--- src/dcf_pkg.sv ---
/*
 * package for one channel of the dual-clock 9-bit fifo: widths, defaults,
 * register map, event bits, bus carrier and the channel state record.
 * assumes the largest channel depth is 8192 words.
 */
package dcf_pkg;
    localparam int DATA_W = 9;
    localparam int PTR_W = 13;
    localparam int CNT_W = 14;
    localparam int ADDR_W = 8;
    localparam int BUS_W = 32;
    localparam int EVT_W = 4;
    localparam int DEPTH_DEFAULT = 256;

    // offsets come out of reset as empty+7 and full-7
    localparam logic [CNT_W-1:0] AE_OFFSET_RESET = 14'h0007;
    localparam logic [CNT_W-1:0] AF_OFFSET_RESET = 14'h0007;

    localparam logic [ADDR_W-1:0] REG_STATUS = 8'h00;
    localparam logic [ADDR_W-1:0] REG_MASK = 8'h04;
    localparam logic [ADDR_W-1:0] REG_AE_OFFSET = 8'h08;
    localparam logic [ADDR_W-1:0] REG_AF_OFFSET = 8'h0c;
    localparam logic [ADDR_W-1:0] REG_LEVEL = 8'h10;
    localparam logic [ADDR_W-1:0] REG_CONFIG = 8'h14;

    localparam int EVT_WR_REFUSED = 0;
    localparam int EVT_RD_REFUSED = 1;
    localparam int EVT_FULL = 2;
    localparam int EVT_EMPTY = 3;

    localparam logic [BUS_W-1:0] READ_ZERO = 32'h0000_0000;
    localparam logic [EVT_W-1:0] EVT_NONE = 4'h0;

    typedef struct packed {
        logic [ADDR_W-1:0] addr;
        logic [BUS_W-1:0] wdata;
        logic wr;
        logic rd;
    } dcf_bus_req_type;

    typedef struct packed {
        logic emptyN;
        logic almostEmptyN;
        logic fullN;
        logic almostFullN;
    } dcf_flags_type;

    typedef struct packed {
        logic [PTR_W-1:0] wrPtr;
        logic [PTR_W-1:0] rdPtr;
        logic [CNT_W-1:0] count;
        logic [CNT_W-1:0] aeOffset;
        logic [CNT_W-1:0] afOffset;
        logic strapped;
        logic dualMode;
        logic wclkPrev;
        logic rclkPrev;
        logic loadSelAf;
        logic [DATA_W-1:0] readData;
        dcf_flags_type flags;
        logic [EVT_W-1:0] status;
        logic [EVT_W-1:0] mask;
        logic [BUS_W-1:0] rdata;
    } dcf_state_type;
endpackage : dcf_pkg

--- src/dcf_channel.sv ---
/*
 * one channel of a dual-clock 9-bit fifo with empty, full and programmable
 * almost flags, a strap-selected second write enable or offset load pin,
 * and a small register port with a level interrupt.
 * assumes write_clock and read_clock arrive as levels synchronous to clk;
 * their rising edges, seen on clk, are the write and read strobes.
 */
`timescale 1ns/1ps
module dcf_channel #(
    parameter int DEPTH = dcf_pkg::DEPTH_DEFAULT
) (
    input wire logic clk,
    input wire logic rst_n,
    input wire logic write_clock,
    input wire logic firstWriteEnableN,
    input wire logic secondWriteEnableLoadN,
    input wire logic [dcf_pkg::DATA_W-1:0] writeDataIn,
    input wire logic read_clock,
    input wire logic firstReadEnableN,
    input wire logic secondReadEnableN,
    input wire logic outputDriveEnableN,
    output logic [dcf_pkg::DATA_W-1:0] readDataOut,
    output logic readDataOutEn,
    output logic emptyFlagN,
    output logic almostEmptyFlagN,
    output logic fullFlagN,
    output logic almostFullFlagN,
    input wire dcf_pkg::dcf_bus_req_type busReq,
    output logic [dcf_pkg::BUS_W-1:0] busRdata,
    output logic irq
);
    localparam int ADDR_BITS = $clog2(DEPTH);
    localparam logic [dcf_pkg::PTR_W-1:0] LAST_PTR = dcf_pkg::PTR_W'(DEPTH - 1);
    localparam logic [dcf_pkg::CNT_W-1:0] DEPTH_CNT = dcf_pkg::CNT_W'(DEPTH);

    dcf_pkg::dcf_state_type s_r;
    dcf_pkg::dcf_state_type s_nxt;
    logic [dcf_pkg::DATA_W-1:0] mem [DEPTH];
    logic [dcf_pkg::DATA_W-1:0] memRd;
    logic wclkRise;
    logic rclkRise;
    logic loadActive;
    logic wrReq;
    logic doLoad;
    logic doWrite;
    logic wrRefused;
    logic rdReq;
    logic doRead;
    logic [dcf_pkg::CNT_W-1:0] countNxt;
    logic [dcf_pkg::EVT_W-1:0] events;
    logic [dcf_pkg::EVT_W-1:0] clearBits;

    function automatic logic [dcf_pkg::PTR_W-1:0] ptrInc(input logic [dcf_pkg::PTR_W-1:0] p);
        ptrInc = (p == LAST_PTR) ? '0 : dcf_pkg::PTR_W'(p + 1'b1);
    endfunction : ptrInc

    function automatic logic [dcf_pkg::BUS_W-1:0] widen(input logic [dcf_pkg::CNT_W-1:0] v);
        widen = dcf_pkg::BUS_W'(v);
    endfunction : widen

    assign memRd = mem[s_r.rdPtr[ADDR_BITS-1:0]];

    always_comb begin
        s_nxt = s_r;
        wclkRise = write_clock & ~s_r.wclkPrev;
        rclkRise = read_clock & ~s_r.rclkPrev;
        s_nxt.wclkPrev = write_clock;
        s_nxt.rclkPrev = read_clock;

        // shared pin sampled once, in the first cycle after reset release
        if (!s_r.strapped) begin
            s_nxt.strapped = 1'b1;
            s_nxt.dualMode = secondWriteEnableLoadN;
        end

        loadActive = s_r.strapped & ~s_r.dualMode & ~secondWriteEnableLoadN;
        wrReq = wclkRise & s_r.strapped & ~firstWriteEnableN
              & (~s_r.dualMode | secondWriteEnableLoadN);
        doLoad = wrReq & loadActive;
        doWrite = wrReq & ~loadActive & s_r.flags.fullN;
        wrRefused = wrReq & ~loadActive & ~s_r.flags.fullN;
        rdReq = rclkRise & ~firstReadEnableN & ~secondReadEnableN;
        doRead = rdReq & s_r.flags.emptyN;

        // a load write fills almost-empty first, then almost-full, in turn
        if (doLoad) begin
            if (s_r.loadSelAf) begin
                s_nxt.afOffset = dcf_pkg::CNT_W'(writeDataIn);
            end else begin
                s_nxt.aeOffset = dcf_pkg::CNT_W'(writeDataIn);
            end
            s_nxt.loadSelAf = ~s_r.loadSelAf;
        end
        if (!loadActive) begin
            s_nxt.loadSelAf = 1'b0;
        end

        if (doWrite) begin
            s_nxt.wrPtr = ptrInc(s_r.wrPtr);
        end
        if (doRead) begin
            s_nxt.rdPtr = ptrInc(s_r.rdPtr);
            s_nxt.readData = memRd;
        end

        // bus offset writes land before the flags so they judge the new offset
        clearBits = dcf_pkg::EVT_NONE;
        if (busReq.wr) begin
            unique case (busReq.addr)
                dcf_pkg::REG_STATUS: clearBits = busReq.wdata[dcf_pkg::EVT_W-1:0];
                dcf_pkg::REG_MASK: s_nxt.mask = busReq.wdata[dcf_pkg::EVT_W-1:0];
                dcf_pkg::REG_AE_OFFSET: s_nxt.aeOffset = busReq.wdata[dcf_pkg::CNT_W-1:0];
                dcf_pkg::REG_AF_OFFSET: s_nxt.afOffset = busReq.wdata[dcf_pkg::CNT_W-1:0];
                default: ;
            endcase
        end

        // one shared counter, so both flag groups see the same true level
        countNxt = s_r.count;
        if (doWrite && !doRead) begin
            countNxt = dcf_pkg::CNT_W'(s_r.count + 1'b1);
        end else if (doRead && !doWrite) begin
            countNxt = dcf_pkg::CNT_W'(s_r.count - 1'b1);
        end
        s_nxt.count = countNxt;
        s_nxt.flags.emptyN = (countNxt != '0);
        s_nxt.flags.almostEmptyN = (countNxt > s_nxt.aeOffset);
        s_nxt.flags.fullN = (countNxt != DEPTH_CNT);
        s_nxt.flags.almostFullN = (countNxt < dcf_pkg::CNT_W'(DEPTH_CNT - s_nxt.afOffset));

        events = dcf_pkg::EVT_NONE;
        events[dcf_pkg::EVT_WR_REFUSED] = wrRefused;
        events[dcf_pkg::EVT_RD_REFUSED] = rdReq & ~s_r.flags.emptyN;
        events[dcf_pkg::EVT_FULL] = s_r.flags.fullN & ~s_nxt.flags.fullN;
        events[dcf_pkg::EVT_EMPTY] = s_r.flags.emptyN & ~s_nxt.flags.emptyN;

        // a fresh event beats a clear in the same cycle
        s_nxt.status = (s_r.status & ~clearBits) | events;

        s_nxt.rdata = dcf_pkg::READ_ZERO;
        if (busReq.rd) begin
            unique case (busReq.addr)
                dcf_pkg::REG_STATUS: s_nxt.rdata = dcf_pkg::BUS_W'(s_r.status);
                dcf_pkg::REG_MASK: s_nxt.rdata = dcf_pkg::BUS_W'(s_r.mask);
                dcf_pkg::REG_AE_OFFSET: s_nxt.rdata = widen(s_r.aeOffset);
                dcf_pkg::REG_AF_OFFSET: s_nxt.rdata = widen(s_r.afOffset);
                dcf_pkg::REG_LEVEL: s_nxt.rdata = widen(s_r.count);
                dcf_pkg::REG_CONFIG: s_nxt.rdata = dcf_pkg::BUS_W'(s_r.dualMode);
                default: s_nxt.rdata = dcf_pkg::READ_ZERO;
            endcase
        end
    end

    always_ff @(posedge clk or negedge rst_n) begin
        if (!rst_n) begin
            s_r.wrPtr <= '0;
            s_r.rdPtr <= '0;
            s_r.count <= '0;
            s_r.aeOffset <= dcf_pkg::AE_OFFSET_RESET;
            s_r.afOffset <= dcf_pkg::AF_OFFSET_RESET;
            s_r.strapped <= 1'b0;
            s_r.dualMode <= 1'b0;
            s_r.wclkPrev <= 1'b1;
            s_r.rclkPrev <= 1'b1;
            s_r.loadSelAf <= 1'b0;
            s_r.readData <= '0;
            s_r.flags.emptyN <= 1'b0;
            s_r.flags.almostEmptyN <= 1'b0;
            s_r.flags.fullN <= 1'b1;
            s_r.flags.almostFullN <= 1'b1;
            s_r.status <= dcf_pkg::EVT_NONE;
            s_r.mask <= dcf_pkg::EVT_NONE;
            s_r.rdata <= dcf_pkg::READ_ZERO;
        end else begin
            s_r <= s_nxt;
        end
    end

    // storage array carries no reset
    always_ff @(posedge clk) begin
        if (doWrite) begin
            mem[s_r.wrPtr[ADDR_BITS-1:0]] <= writeDataIn;
        end
    end

    assign readDataOut = s_r.readData;
    assign readDataOutEn = ~outputDriveEnableN;
    assign emptyFlagN = s_r.flags.emptyN;
    assign almostEmptyFlagN = s_r.flags.almostEmptyN;
    assign fullFlagN = s_r.flags.fullN;
    assign almostFullFlagN = s_r.flags.almostFullN;
    assign busRdata = s_r.rdata;
    assign irq = |(s_r.status & s_r.mask);
endmodule : dcf_channel

--- config.mk ---
export PLATFORM = sky130hd
export DESIGN_NAME = dcf_channel
export DESIGN_NICKNAME = d
export VERILOG_FILES = /design/src/dcf_pkg.sv /design/src/dcf_channel.sv
export SDC_FILE = /design/constraint.sdc
export NUM_CORES = 2
export LEC_CHECK = 0
export ABC_AREA = 1
export ABC_CLOCK_PERIOD_IN_PS = 7550
export BUFFER_PORTS_ARGS = -buffer_cell sky130_fd_sc_hd__buf_2
export CORE_ASPECT_RATIO = 1.25
export CORE_MARGIN = 4
export CORE_UTILIZATION = 53
export CTS_CLUSTER_SIZE = 16
export DETAILED_ROUTE_END_ITERATION = 16
export GPL_TIMING_DRIVEN = 0
export PLACE_DENSITY_LB_ADDON = 0.15
export REMOVE_ABC_BUFFERS = 1
export SLEW_MARGIN = 25
export SYNTH_ARGS = -nofsm -noshare
export SYNTH_HDL_FRONTEND = slang
export SYNTH_SLANG_ARGS = --single-unit
export TNS_END_PERCENT = 50
--- constraint.sdc ---
create_clock -name clk -period 7.55 [get_ports clk]
set_clock_uncertainty 0.15 [all_clocks]
set_input_delay 0.755 -clock clk [delete_from_list [all_inputs] [get_ports clk]]
set_output_delay 0.755 -clock clk [all_outputs]
set_load 0.005 [all_outputs]
==> metrics <==
first-pass GRT wire length=394,000 um; Syn Inst Count=8,932; Slew Limit Headroom=28.1%; CP Capture Type=flip-flop; io pins=107; Starting Density=53.5%; Avg WL per Cell=22.9 um; Site Rows=178; detailed placer's ending HPWL=155,000 um; Setup CP Type=reg2reg; CTS Hold Bufs=17; clock buffer depth=3; Buffers on Ports=70; die footprint=198,000 um^2; max cap viols=0; CP top delay family=buffers and inverters; post-route cell area=112,000 um^2; max frequency=183 MHz; maximum VDD drop=236 uV; root buf cell=clkbuf_16; Die Ht=496 um; initial antenna violation count=4; clock buffer count from CTS=226; crit-path max FO=178; prevailing post-synth register cell=edfxtp_1; vias in the first global route=63,404; Cell Pwr Density=327 nW/um^2; Synth cell types=54; Core ar.=189,000 um^2; Filler cells=15,096; post-synthesis register bit count=2,412; Post-Syn Area=101,000 um^2; register area share after synthesis=71.1%; footprint of the multi-input gates=25,300 um^2; Worst Hold Class=in2reg; most frequent cell after synthesis=nand2_1; P_leak=40.6 nW; Die W=399 um; final worst-path cycle share=72.3%; CP cell instances=buf_16, buf_16, inv_16, buf_16, buf_16, buf_16, nand2_1, nand3_1, nand3_1, nand2_1, nand2_1, nand3_1, nand3_1, nand2_1, nand2_1, nand2_1, inv_1, nand2_1, nand2_1, nand2_1; DRT antenna net count=0; TritonRoute pass-1 iters=6; min Tclk post-route=5.46 ns; adder-cell share of the synthesized area=0.433%; Placement Setup Slack=2.34 ns; final slew viol count=0; clock transition at the registers of the reported paths=0.06 ns; placed cell areas=104,000 um^2; largest net degree at the start of global routing=179; main combinational cell family by area after synthesis=simple AND/OR/NAND/NOR gates; Reg area=71,900 um^2; worst skew pair latency=0.89 ns; Hold Fails Final Rpt=0; Yosys top cell area share=68.5%; Syn Area/Cell=11.3 um^2; mux cell area share after synthesis=0.0297%; RSZ-0062 raised after global routing=false; Via-to-Cell Ratio=5.75; GRT Util Overall=26.3%; vias=66,083; Final Wtd Congestion=0.841; post-CTS setup buffer count=0; worst slew pin tran=1.08 ns; Area Overhead vs Synth=10.4%; Core Util, Final=59.1%; clk sinks=2,412; final setup fails=0; status=finished clean; Largest stage delay, worst path=0.66 ns; CP required=8.21 ns; CP bufs+invs=7; total power=36.4 mW; grt ovf=0; most used cell, CP=nand2_1; setup slack after layout=2.09 ns; commonest cells in the netlist=nand2_1, edfxtp_1, nand3_1; Worst Path Arrival=6.12 ns; Critical Path Start Type=flip-flop; drc violations=0; Slowest-stage cell, CP=dfrtp_4; Total Wirelength=263,000 um; Async SR Flop Fraction=4.48%; H-tree levels=4; Min Hold Slack=0.0625 ns; Synth Area in Simple Gates=22.8%; CTS tree=yes; setup TNS=0 ns; yosys synthesis warning count=0; XOR/XNOR Fraction of Synth Area=0.182%; Compound-Gate Fraction of Synth Area=1.37%; number of gates resized after cts=0; Iteration-0 DRC Markers=6,442; fin cells=11,495; fin nets=8,873; leading area contributor after synthesis=edfxtp_1; worst reg2reg setup slack=2.09 ns; EDFF count, synth=2,304; layout cell share with drive strength beyond 1=6.56%; Placed Instances=11,053; top cells by area, synth=edfxtp_1, nand2_1, nand3_1, dfrtp_1, nor2_1
==> where the power goes <==
| group | total [mW] | switching (mW) | leakage, nW | internal [mW] |
|---|---|---|---|---|
| Combinational | 10.3 | 7.31 | 15.1 | 2.97 |
| Clock | 11.2 | 4.95 | 3.52 | 6.21 |
| Sequential | 15.0 | 0.257 | 22.0 | 14.8 |
| Total | 36.4 | 12.5 | 40.6 | 23.9 |
==> kinds of logic (layout without fill, tap and decap cells) <==
| kind of cell | Yosys count | in the layout |
|---|---|---|
| xor+xnor | 21 | 21 |
| mux | 3 | 3 |
| compound gates | 242 | 242 |
| simple gates | 5421 | 5421 |
| fa+ha+maj | 35 | 35 |
| other cells | 2 | 21 |
| flops | 2412 | 2412 |
| buf+inv | 796 | 820 |
==> registers in the layout, indices dropped and copies added (netlist names) <==
| signal | flops |
|---|---|
| almostEmptyFlagN | 1 |
| almostFullFlagN | 1 |
| busRdata | 14 |
| emptyFlagN | 1 |
| fullFlagN | 1 |
| mem | 2304 |
| readDataOut | 9 |
| s_r | 81 |
==> worst min-delay path, cell delays in order <==
cell and delay, ns:
buf_2 0.11, o21ai_2 0.09, inv_1 0.08
==> layer usage <==
layer  track usage, %  part of all wire, %  up-vias
li1                 -                    -    30724
met1             35.3                   40    32355
met2             43.6                   49     2493
met3             3.74                  7.0      511
met4             10.9                  4.3        0
met5                0                    0        -
==> cell usage in the layout (no fill, tap or decap), drive strengths merged, types with 2 or more instances in the layout <==
cell type / instances
a211oi: 4
a21oi: 76
a221oi: 2
a31oi: 3
buf: 171
bufinv: 18
clkbuf: 284
clkinv: 112
clkinvlp: 5
conb: 19
dfrtp: 98
dfstp: 10
diode: 2
dlygate4sd3: 17
edfxtp: 2304
ha: 35
inv: 213
mux2i: 3
nand2: 2913
nand3: 1976
nand3b: 2
nand4: 15
nor2: 481
nor3: 22
nor3b: 2
o211ai: 28
o21a: 6
o21ai: 106
o21bai: 3
o221ai: 5
o22ai: 3
or2: 10
xnor2: 4
xor2: 17
==> path summary, 6_finish.rpt <==
check                               startpoint              to  depth (start not counted)
max in group asynchronous                rst_n        s_r[104]                          3
worst max register to register        s_r[100]  readDataOut[8]                         20
min in group asynchronous                rst_n    busRdata[13]                          2
worst max-delay path                  s_r[100]  readDataOut[8]                         20
worst min register to register  readDataOut[8]  readDataOut[8]                          2
worst min-delay path                busReq[11]         s_r[67]                          3
==> final cells by class <==
class	count	share of cell area (%)
Antenna cell	2	0.00449
Clock buffer	284	5.34
Clock inverter	139	1.14
Inverter	209	0.743
Multi-Input combinational cell	5741	22.7
Sequential cell	2412	64.5
Tap cell	2520	2.83
Timing Repair Buffer	188	2.82
No activity file was read; power rests on OpenSTA's default activity.
